==> config.mk <==
export PLATFORM = sky130hd
export DESIGN_NAME = dtu_timer_unit
export DESIGN_NICKNAME = d
export VERILOG_FILES = /design/src/verilog/dtu_pkg.sv /design/src/verilog/dtu_timer_unit.sv
export SDC_FILE = /design/constraint.sdc
export NUM_CORES = 1
export LEC_CHECK = 0
export ABC_AREA = 1
export BUFFER_PORTS_ARGS = -buffer_cell sky130_fd_sc_hd__buf_4
export CAP_MARGIN = 20
export CORE_MARGIN = 5
export CORE_UTILIZATION = 30
export CTS_BUF_LIST = sky130_fd_sc_hd__clkbuf_16
export DETAILED_ROUTE_END_ITERATION = 7
export GPL_TIMING_DRIVEN = 1
export PLACE_DENSITY_LB_ADDON = 0.25
export SKIP_CTS_REPAIR_TIMING = 1
export SLEW_MARGIN = 20
export SYNTH_ARGS = -nofsm -noshare
export SYNTH_HDL_FRONTEND = slang
export SYNTH_SLANG_ARGS = --single-unit
export TNS_END_PERCENT = 1
==> constraint.sdc <==
create_clock -name mclk -period 2.3 [get_ports mclk]
set_input_delay 0 -clock mclk [delete_from_list [all_inputs] [get_ports mclk]]
set_output_delay 0 -clock mclk [all_outputs]
set_load 0.02 [all_outputs]
==> src/verilog/dtu_pkg.sv <==
// shared constants and types for the dual timer capture/reload unit
package dtu_pkg;

  // ----------------------------------------------------------------
  // bus geometry
  // ----------------------------------------------------------------
  localparam int ADR_W  = 8;
  localparam int DAT_W  = 32;
  localparam int SEL_W  = DAT_W / 8;
  localparam int CNT_W  = 16;
  localparam int PRE_W  = 9;
  localparam int IRQ_W  = 3;

  // ----------------------------------------------------------------
  // register byte offsets
  // ----------------------------------------------------------------
  localparam logic [ADR_W-1:0] OFS_AUX_CTRL  = 8'h00;
  localparam logic [ADR_W-1:0] OFS_CORE_CTRL = 8'h04;
  localparam logic [ADR_W-1:0] OFS_CAP_CTRL  = 8'h08;
  localparam logic [ADR_W-1:0] OFS_AUX_CNT   = 8'h0C;
  localparam logic [ADR_W-1:0] OFS_CORE_CNT  = 8'h10;
  localparam logic [ADR_W-1:0] OFS_CAPTURE_RELOAD_REG    = 8'h14;
  localparam logic [ADR_W-1:0] OFS_IRQ_STAT  = 8'h18;
  localparam logic [ADR_W-1:0] OFS_IRQ_CLR   = 8'h1C;
  localparam logic [ADR_W-1:0] OFS_IRQ_EN    = 8'h20;

  // status bit positions
  localparam int IRQ_AUX_WRAP  = 0;
  localparam int IRQ_CORE_WRAP = 1;
  localparam int IRQ_CAPTURE   = 2;

  // synchronised pin positions
  localparam int PIN_N    = 7;
  localparam int P_CAP    = 0;
  localparam int P_AUX_IN = 1;
  localparam int P_COR_IN = 2;
  localparam int P_AUX_DR = 3;
  localparam int P_COR_DR = 4;
  localparam int P_OTH_CN = 5;
  localparam int P_OTH_DR = 6;

  // prescaler base: code 0 divides by four
  localparam logic [PRE_W:0] PRE_BASE = 10'h004;
  localparam logic [PRE_W:0] PRE_ONE  = 10'h001;

  // count limits and reset values
  localparam logic [CNT_W-1:0] CNT_MAX  = 16'hFFFF;
  localparam logic [CNT_W-1:0] CNT_ZERO = 16'h0000;

  // ----------------------------------------------------------------
  // enumerations and field layouts
  // ----------------------------------------------------------------
  typedef enum logic [1:0] {
    MODE_TIMER   = 2'b00,
    MODE_GATED   = 2'b01,
    MODE_COUNTER = 2'b10,
    MODE_LATCH   = 2'b11
  } dtu_mode_t;

  typedef enum logic [1:0] {
    EDGE_NONE = 2'b00,
    EDGE_RISE = 2'b01,
    EDGE_FALL = 2'b10,
    EDGE_BOTH = 2'b11
  } dtu_edge_t;

  typedef enum logic [1:0] {
    CSRC_PIN   = 2'b00,
    CSRC_OCNT  = 2'b01,
    CSRC_ODIR  = 2'b10,
    CSRC_OBOTH = 2'b11
  } dtu_csrc_t;

  // timer control word, bit 0 upward: sel, mode, gate_high, edge, down, ext_dir, run, ...
  typedef struct packed {
    logic      out_en;
    logic      reload_en;
    logic      run;
    logic      ext_dir_en;
    logic      dir_down;
    dtu_edge_t edge_sel;
    logic      gate_high;
    dtu_mode_t mode;
    logic [2:0] in_sel;
  } dtu_ctrl_t;

  typedef struct packed {
    dtu_csrc_t src;
    logic      clear_en;
    dtu_edge_t edge_sel;
  } dtu_capctl_t;

  localparam dtu_ctrl_t   CTRL_RST = '0;
  localparam dtu_capctl_t CAP_RST  = '0;

endpackage

==> src/verilog/dtu_timer_unit.sv <==
// auxiliary and core timers with shared capture/reload register, wishbone slave
`timescale 1ns/1ps

// Notes on behaviour
// - The unit holds an auxiliary timer, a core timer and one shared capture/reload register.
// - Both timers are sixteen-bit counters.
// - Each timer counts the prescaled system clock or events on its input pin; the auxiliary timer can also count toggle latch flips.
// - The three-bit input select picks a divide factor of four doubling per code up to 512.
// - Plain timer and gated timer modes share the same prescaler selection and factors.
// - In gated mode a timer counts prescaled ticks only while its gate pin is at the active level.
// - In counter mode a timer advances on selected edges of its input pin.
// - Direction is set by software and may be inverted by a level on the timer's direction pin.
// - The core toggle latch inverts on every overflow and every underflow of the core timer.
// - The toggle latch can clock the auxiliary timer and can be driven onto an output pin.
// - Each core overflow or underflow is presented as a clock event for the compare timers.
// - When enabled, a core wrap reloads the core timer from the capture/reload register.
// - A selected edge on the capture pin copies the auxiliary count into capture/reload.
// - With clear-after-capture enabled the auxiliary timer goes to zero on each capture.
// - Capture may instead trigger on edges of the other module's count input, direction input or both.
module dtu_timer_unit (
  input  wire logic                      mclk,
  input  wire logic                      rst_b,
  input  wire logic                      wb_cyc_i,
  input  wire logic                      wb_stb_i,
  input  wire logic                      wb_we_i,
  input  wire logic [dtu_pkg::ADR_W-1:0] wb_adr_i,
  input  wire logic [dtu_pkg::SEL_W-1:0] wb_sel_i,
  input  wire logic [dtu_pkg::DAT_W-1:0] wb_dat_i,
  output wire logic [dtu_pkg::DAT_W-1:0] wb_dat_o,
  output wire logic                      wb_ack_o,
  input  wire logic                      aux_in_pin,
  input  wire logic                      core_in_pin,
  input  wire logic                      aux_dir_pin,
  input  wire logic                      core_dir_pin,
  input  wire logic                      capture_in_pin,
  input  wire logic                      other_module_count_in,
  input  wire logic                      other_module_dir_in,
  output wire logic                      toggle_out_pin,
  output wire logic                      core_wrap_evt,
  output wire logic                      irq
);
  import dtu_pkg::*;

  // ----------------------------------------------------------------
  // state
  // ----------------------------------------------------------------
  typedef struct packed {
    logic [PIN_N-1:0] s1;
    logic [PIN_N-1:0] s2;
    logic [PIN_N-1:0] s3;
    logic [PRE_W-1:0] pres;
    dtu_ctrl_t        aux_c;
    dtu_ctrl_t        core_c;
    dtu_capctl_t      cap_c;
    logic [CNT_W-1:0] aux_cnt;
    logic [CNT_W-1:0] core_cnt;
    logic [CNT_W-1:0] capture_reload_reg;
    logic             latch;
    logic             wrap_evt;
    logic [IRQ_W-1:0] ists;
    logic [IRQ_W-1:0] ien;
    logic             ack;
    logic [DAT_W-1:0] rdat;
  } dtu_state_t;

  dtu_state_t st;
  dtu_state_t next_st;

  // helper terms, also watched by the checks below
  logic             core_step;
  logic             aux_step;
  logic             core_wrap;
  logic             cap_trig;
  logic             wr_hit;
  logic [DAT_W-1:0] rmux;
  logic [DAT_W-1:0] wm;

  // ----------------------------------------------------------------
  // functions
  // ----------------------------------------------------------------
  // prescaler tick: low bits of the free counter all ones
  function automatic logic pres_tick(input logic [2:0] sel, input logic [PRE_W-1:0] pres);
    logic [PRE_W-1:0] mask;
    mask = PRE_W'((PRE_BASE << sel) - PRE_ONE);
    return (pres & mask) == mask;
  endfunction

  // edge filter on synchronised samples
  function automatic logic edge_hit(input dtu_edge_t es, input logic rise, input logic fall);
    return (es[0] & rise) | (es[1] & fall);
  endfunction

  // count enable for one timer in its current mode
  function automatic logic step_en(input dtu_ctrl_t c, input logic tick, input logic lvl,
                                   input logic rise, input logic fall, input logic ltog);
    logic en;
    en = 1'b0;
    case (c.mode)
      MODE_TIMER:   en = tick;
      MODE_GATED:   en = tick & (lvl == c.gate_high);
      MODE_COUNTER: en = edge_hit(c.edge_sel, rise, fall);
      MODE_LATCH:   en = ltog;
      default:      en = 1'b0;
    endcase
    return c.run & en;
  endfunction

  // byte-lane merge of write data over the current value
  function automatic logic [DAT_W-1:0] wmerge(input logic [DAT_W-1:0] old,
                                              input logic [SEL_W-1:0] sel,
                                              input logic [DAT_W-1:0] dat);
    logic [DAT_W-1:0] r;
    r = old;
    for (int i = 0; i < SEL_W; i++) begin
      if (sel[i]) begin
        r[i*8 +: 8] = dat[i*8 +: 8];
      end
    end
    return r;
  endfunction

  // ----------------------------------------------------------------
  // read mux
  // ----------------------------------------------------------------
  always_comb begin
    case ({wb_adr_i[ADR_W-1:2], 2'b00})
      OFS_AUX_CTRL:  rmux = DAT_W'(st.aux_c);
      OFS_CORE_CTRL: rmux = DAT_W'(st.core_c);
      OFS_CAP_CTRL:  rmux = DAT_W'(st.cap_c);
      OFS_AUX_CNT:   rmux = DAT_W'(st.aux_cnt);
      OFS_CORE_CNT:  rmux = DAT_W'(st.core_cnt);
      OFS_CAPTURE_RELOAD_REG:    rmux = DAT_W'(st.capture_reload_reg);
      OFS_IRQ_STAT:  rmux = DAT_W'(st.ists);
      OFS_IRQ_EN:    rmux = DAT_W'(st.ien);
      default:       rmux = '0; // clear register and holes read zero
    endcase
  end

  // ----------------------------------------------------------------
  // next state
  // ----------------------------------------------------------------
  always_comb begin
    logic [PIN_N-1:0] rise;
    logic [PIN_N-1:0] fall;
    logic             aux_down;
    logic             core_down;
    logic             aux_wrap;
    logic [IRQ_W-1:0] iclr;
    rise      = '0;
    fall      = '0;
    aux_step  = 1'b0;
    aux_down  = 1'b0;
    core_down = 1'b0;
    aux_wrap  = 1'b0;
    iclr      = '0;
    next_st   = st;

    next_st.s1 = {other_module_dir_in, other_module_count_in, core_dir_pin, aux_dir_pin,
                  core_in_pin, aux_in_pin, capture_in_pin};
    next_st.s2 = st.s1;
    next_st.s3 = st.s2;
    rise = st.s2 & ~st.s3;
    fall = ~st.s2 & st.s3;

    next_st.pres = st.pres + PRE_W'(1);

    // software direction, optionally flipped by pin
    core_down = st.core_c.dir_down ^ (st.core_c.ext_dir_en & st.s2[P_COR_DR]);
    aux_down  = st.aux_c.dir_down ^ (st.aux_c.ext_dir_en & st.s2[P_AUX_DR]);

    core_step = step_en(st.core_c, pres_tick(st.core_c.in_sel, st.pres), st.s2[P_COR_IN],
                        rise[P_COR_IN], fall[P_COR_IN], 1'b0);
    core_wrap = core_step & (core_down ? (st.core_cnt == CNT_ZERO)
                                       : (st.core_cnt == CNT_MAX));

    if (core_step) begin
      next_st.core_cnt = core_down ? st.core_cnt - CNT_W'(1) : st.core_cnt + CNT_W'(1);
    end
    if (core_wrap && st.core_c.reload_en) begin
      next_st.core_cnt = st.capture_reload_reg;
    end
    next_st.latch    = st.latch ^ core_wrap;
    next_st.wrap_evt = core_wrap;

    // aux may be clocked by latch toggles
    aux_step = step_en(st.aux_c, pres_tick(st.aux_c.in_sel, st.pres), st.s2[P_AUX_IN],
                       rise[P_AUX_IN], fall[P_AUX_IN], core_wrap);
    aux_wrap = aux_step & (aux_down ? (st.aux_cnt == CNT_ZERO)
                                    : (st.aux_cnt == CNT_MAX));
    if (aux_step) begin
      next_st.aux_cnt = aux_down ? st.aux_cnt - CNT_W'(1) : st.aux_cnt + CNT_W'(1);
    end

    case (st.cap_c.src)
      CSRC_PIN:   cap_trig = edge_hit(st.cap_c.edge_sel, rise[P_CAP], fall[P_CAP]);
      CSRC_OCNT:  cap_trig = rise[P_OTH_CN] | fall[P_OTH_CN];
      CSRC_ODIR:  cap_trig = rise[P_OTH_DR] | fall[P_OTH_DR];
      CSRC_OBOTH: cap_trig = rise[P_OTH_CN] | fall[P_OTH_CN] | rise[P_OTH_DR] | fall[P_OTH_DR];
      default:    cap_trig = 1'b0;
    endcase

    // bus handshake: ack one cycle after request, read data with it
    next_st.ack = wb_cyc_i & wb_stb_i & ~st.ack;
    if (wb_cyc_i && wb_stb_i && !st.ack) begin
      next_st.rdat = rmux;
    end
    wr_hit = wb_cyc_i & wb_stb_i & wb_we_i & st.ack;
    wm     = wmerge(rmux, wb_sel_i, wb_dat_i);

    // software writes win over counting
    if (wr_hit) begin
      case ({wb_adr_i[ADR_W-1:2], 2'b00})
        OFS_AUX_CTRL:  next_st.aux_c    = dtu_ctrl_t'(wm[$bits(dtu_ctrl_t)-1:0]);
        OFS_CORE_CTRL: next_st.core_c   = dtu_ctrl_t'(wm[$bits(dtu_ctrl_t)-1:0]);
        OFS_CAP_CTRL:  next_st.cap_c    = dtu_capctl_t'(wm[$bits(dtu_capctl_t)-1:0]);
        OFS_AUX_CNT:   next_st.aux_cnt  = wm[CNT_W-1:0];
        OFS_CORE_CNT:  next_st.core_cnt = wm[CNT_W-1:0];
        OFS_CAPTURE_RELOAD_REG:    next_st.capture_reload_reg   = wm[CNT_W-1:0];
        OFS_IRQ_CLR:   iclr             = wm[IRQ_W-1:0];
        OFS_IRQ_EN:    next_st.ien      = wm[IRQ_W-1:0];
        default:       next_st.ien      = st.ien;
      endcase
    end

    // capture wins over a software write
    if (cap_trig) begin
      next_st.capture_reload_reg = st.aux_cnt;
      if (st.cap_c.clear_en) begin
        next_st.aux_cnt = CNT_ZERO;
      end
    end

    // sticky status, set beats clear
    next_st.ists = (st.ists & ~iclr) | {cap_trig, core_wrap, aux_wrap};
  end

  // ----------------------------------------------------------------
  // state register
  // ----------------------------------------------------------------
  always_ff @(posedge mclk or negedge rst_b) begin
    if (!rst_b) begin
      st        <= '0;
      st.aux_c  <= CTRL_RST;
      st.core_c <= CTRL_RST;
      st.cap_c  <= CAP_RST;
    end else begin
      st <= next_st;
    end
  end

  // outputs
  assign wb_dat_o       = st.rdat;
  assign wb_ack_o       = st.ack;
  assign toggle_out_pin = st.latch & st.core_c.out_en; // latch onto pin
  assign core_wrap_evt  = st.wrap_evt;
  assign irq            = |(st.ists & st.ien);
endmodule

Word-level counts from Yosys, hierarchy flattened:

Index checks and enable logic that the tools add are counted.
W data, S select, Z words.

* shifts and indexed selects: 2
* multiplexer cells: 22
* add/sub/neg operators: 7
* bitwise operators: 40
* eq/ne operators: 23
* reductions and logical operators: 18

Operators by type and width (number)
* $mux W16: 11
* $pmux W16 S8: 1
* $mux W48: 1
* $add A16 B1 Y16 const B: 2
* $eq A16 B16 Y1 const B: 2
* $logic_not A16 Y1: 2
* $sub A16 B1 Y16 const B: 2
* $eq A6 B3 Y1 const B: 4
* $and A1 B1 Y1: 19
* $and A9 B9 Y9: 2
* $eq A9 B9 Y1: 2
* $shl A3 B3 Y9 const A: 2
* $sub A9 B1 Y9 const B: 2
* $mux W8: 2
* $and A7 B7 Y7: 2
* $not A7 Y7: 2
* $eq A2 B2 Y1 const B: 6
* $eq A6 B2 Y1 const B: 2
* $pmux W1 S4: 3
* $reduce_and A2 Y1: 5
* $add A9 B1 Y9 const B: 1
* $or A1 B1 Y1: 7
* $and A3 B3 Y3: 2
* $eq A2 B1 Y1 const B: 3
* other kinds (15): 25

* bits of input ports: 56
* word-level logic and storage cells: 146
* register bits: 150

Depth between registers and ports, before layout:

* depth in word-level cells: 15
* gate-level depth with buffers: 19
* mapped depth without buffers: 18

Least setup slack after synthesis:

No wires, ideal clock.

* path kind: register -> register
* start: reg st[115] in the netlist's numbering
* end: reg st[88] in the netlist's numbering
* setup time: 0.113 ns
* required time: 2.187 ns
* cell stages (with the launch flop): 18
* arrival: 2.185 ns
* setup slack: 0.002 ns
* cell sequence: dfrtp_1 inv_1 nand2_1 nand2_1 inv_1 ha_1 nand2_1 o21ai_0 nand3_1 nand3b_1 nand2_1 nand2_1 xor2_1 inv_1 nand3_1 nand3_1 nand2_1 inv_1

RTL lines
* start: declaration: RTL line dtu_timer_unit.sv:66 `dtu_state_t st;`
* start signal: assignment: RTL line dtu_timer_unit.sv:247 `st <= next_st;`

==> results.json <==
{
  "result_of_the_run": "finished with violations",
  "failed_checks": "negative hold slack, negative setup slack",
  "multi_input_area_um2": 5100,
  "gr-usage-all-layers": 0.171,
  "post-dp-hpwl_mm": 21.3,
  "clock_latency_ns": 0.43,
  "post_synth_num_cell_types": 52,
  "finalHoldViolCount": 2,
  "timing_worst_setup_path_type": "reg2reg",
  "post-synth-top-area-cell": "dfrtp_1",
  "yosysSeqAreaShare": 0.381,
  "postPlaceCellArea_um2": 10100,
  "reg2reg_to": "st[71]",
  "ir_drop_uv": 391,
  "synth_enable_flop_cells": 0,
  "core_um2": 28600,
  "synth-warning-count": 0,
  "io-pin-count": 92,
  "final_cell_area_um2": 11600,
  "drt_drc_violations_left": 0,
  "basic_gate_share_of_the_synthesized_area_counting_and_or_nand_and_nor_cells": 0.260,
  "synth_ff_type": "dfrtp_1",
  "tritoncts": "done",
  "synthMuxAreaShare": 0,
  "num-nets-final": 1413,
  "cap_violations": 0,
  "timing.critical_path.required_ns": 2.62,
  "critical_path.endpoint_type": "flop",
  "tritoncts_num_sinks": 132,
  "synthArstFlopShare": 1.00,
  "cp-endpoint": "st[71]",
  "clock_tree.root_cell": "clkbuf_16",
  "dr_total_vias": 8422,
  "netlist_top_cells_area": "dfrtp_1 38%, nand2_1 12%, inv_1 5.0%",
  "drive_above_1_share": 0.266,
  "cts_htree_levels": 4,
  "clock_period_minus_worst_slack_ns": 2.45,
  "grt_max_degree": 61,
  "die-width_um": 180,
  "unrepaired_setup_endpoints_after_global_routing": "yes",
  "start_kind": "flop",
  "slew_headroom": 0.361,
  "drt.antenna.violating_nets": 0,
  "maximum_operating_frequency_mhz": 407,
  "synthAdderAreaFrac": 0.0479,
  "powerDensity_nw_per_um2": 538,
  "synth_top_cell_area_share": 0.381,
  "wire_per_inst_um": 16.5,
  "main_combinational_cell_family_by_area_after_synthesis": "simple AND/OR/NAND/NOR gates",
  "number_of_global_route_vias_before_repair": 8093,
  "seq_area_um2": 3300,
  "reg2reg_from": "st[103]",
  "antenna_cell_count": 0,
  "area.growth.synth_to_final_pct": 33.3,
  "grt_antenna_before_repair": 0,
  "final-max-slew-violation-count": 0,
  "clock_edge_transition_at_the_registers_on_the_reported_setup_and_hold_paths_ns": 0.07,
  "min-delay-start": "wb_dat_i[13]",
  "worstMarginPinSlew_ns": 0.952,
  "fp.dieArea_um2": 32400,
  "drt-total-wl_mm": 28.5,
  "worst_ep_arrival_time_ns": 2.77,
  "reg2regPathDepth": 18,
  "post_synth_inst_count": 1154,
  "worst_case_clock_skew_ns": 0.0131,
  "synth_xor_area_frac": 0.0343,
  "synth_area_um2": 8670,
  "io_buffer_count": 55,
  "detail_route.iter0.violations": 652,
  "cts_made_buffers": 17,
  "globalRoute.totalOverflow": 0,
  "synth_compound_gate_area_share": 0.172,
  "path_max_fanout": 7,
  "pre_cts_ws_ns": -0.325,
  "die_y_um": 180,
  "avgViaCountPerCell": 4.89,
  "power_leakage_nw": 5.43,
  "finalCritPeriodShare": 1.07,
  "worst_hold_slack_ns": -0.0226,
  "start_util": 0.303,
  "reg2reg_slack_ns": -0.15,
  "fillCellCount": 2949,
  "postSynthRegisterBits": 132,
  "setup_viol": 20,
  "worst_setup_path_startpoint": "st[103]",
  "avgSynthCellArea_um2": 7.52,
  "holdCritPathClass": "in2reg",
  "dr.pass1.iters": 7,
  "grt_first_pass_wirelength_mm": 44.8,
  "rows": 62,
  "final_critical_path_setup_slack_ns": -0.155,
  "clock_buffer_depth": 2,
  "place.gp.congestion": 0.910
}
==> how the worst min path moves through the flow <==
stage,slack (ns),depth (start not counted),end
after floorplan,-0.30,0,core_wrap_evt
after global placement,-0.03,1,next_st[142]
final,-0.02,5,st[70]
after global routing,0.006,3,st[49]
after detailed placement,-0.03,1,next_st[142]
after CTS,-0.50,1,next_st[142]
==> kinds of logic after synthesis <==
kind of cell	count (synthesis)
flops	132
simple gates	508
fa+ha+maj	32
other cells	1
xor+xnor	34
buf+inv	191
compound gates	256
==> worst max-delay path, cell delays in order (launching register included) <==
cell and delay [ns]:
dfrtp_1 0.39, nand2_1 0.08, nand2_2 0.05, nand2_2 0.10, clkinvlp_4 0.15, buf_12 0.18
buf_6 0.12, buf_6 0.12, ha_4 0.26, a21oi_2 0.12, o21ai_1 0.09, a21oi_2 0.13
nand2_1 0.07, nand2_1 0.06, nand3_1 0.09, nand3_1 0.10, nand3_1 0.08, o21ai_1 0.10
inv_1 0.05
==> cells in the final DEF, fill, tap and decap left out, types with 8 or more instances in the layout <==
| cell type | n |
|---|---|
| nand2_1 | 263 |
| o22ai_1 | 18 |
| o21ai_2 | 8 |
| conb_1 | 16 |
| xnor2_1 | 9 |
| clkbuf_16 | 18 |
| buf_4 | 179 |
| nand4_1 | 16 |
| o21ai_0 | 70 |
| nand3_1 | 76 |
| inv_2 | 12 |
| nor2_1 | 73 |
| nor2_2 | 9 |
| dlygate4sd3_1 | 10 |
| inv_1 | 111 |
| nand2_2 | 19 |
| a22oi_1 | 19 |
| a21oi_1 | 38 |
| o21ai_1 | 46 |
| dfrtp_1 | 131 |
| a21oi_2 | 18 |
| ha_4 | 24 |
| xor2_1 | 21 |
| o211ai_1 | 10 |
| nor4_1 | 11 |
==> routing by layer <==
metal	vias up	GRT usage	part of all wire	wire, µm
li1	4174	-	-	-
met2	229	0.283	0.48	13800
met5	-	0	0	0
met4	0	0.0472	0.018	511
met3	38	0.0295	0.053	1510
met1	3981	0.231	0.44	12700
==> cells in the mapped netlist (all sizes together) (2+ instances only) <==
cell     count
nand2      286
dfrtp      132
inv        127
o21ai      124
nor2        87
nand3       81
a21oi       59
buf         52
ha          30
xor2        24
a22oi       22
nand4       19
o22ai       18
nor4        12
clkbuf      10
nor3        10
o211ai      10
xnor2       10
nand3b       8
a21o         6
a211oi       4
and2         3
o221ai       3
o2bb2ai      3
a31o         2
clkinv       2
fa           2
o21bai       2
==> registers in the layout, indices dropped and copies added (netlist names) <==
register	cells
core_wrap_evt	1
st	100
wb_dat_o	16
next_st	14
wb_ack_o	1
==> layout make-up <==
type / count / area share
Multi-Input combinational cell: 846 / 0.441
Sequential cell: 132 / 0.286
Timing Repair Buffer: 199 / 0.139
Inverter: 129 / 0.0430
Tap cell: 384 / 0.0415
Clock buffer: 17 / 0.0368
Clock inverter: 15 / 0.0135
==> stage by stage <==
stage               hold WS [ns]   util  setup TNS (ns)  power (mW)  std cells
finish                   -0.0226  0.404           -1.40        6.22       1722
global route             0.00627  0.404           -5.77        6.50       1722
CTS                       -0.502  0.374           -4.82        6.13       1697
detailed placement       -0.0323  0.354           -4.38        3.41       1665
global placement         -0.0324  0.354           -3.17        3.40       1665
floorplan                 -0.296      -               0        3.00       1169
==> report_power, final <==
group | switching (mW) | total, mW | leakage [nW] | internal [mW]
registers | 0.127 | 2.55 | 1.65 | 2.42
logic | 0.530 | 0.948 | 3.49 | 0.419
clock network | 1.19 | 2.72 | 0.283 | 1.53
No activity file was read; power rests on OpenSTA's default activity.
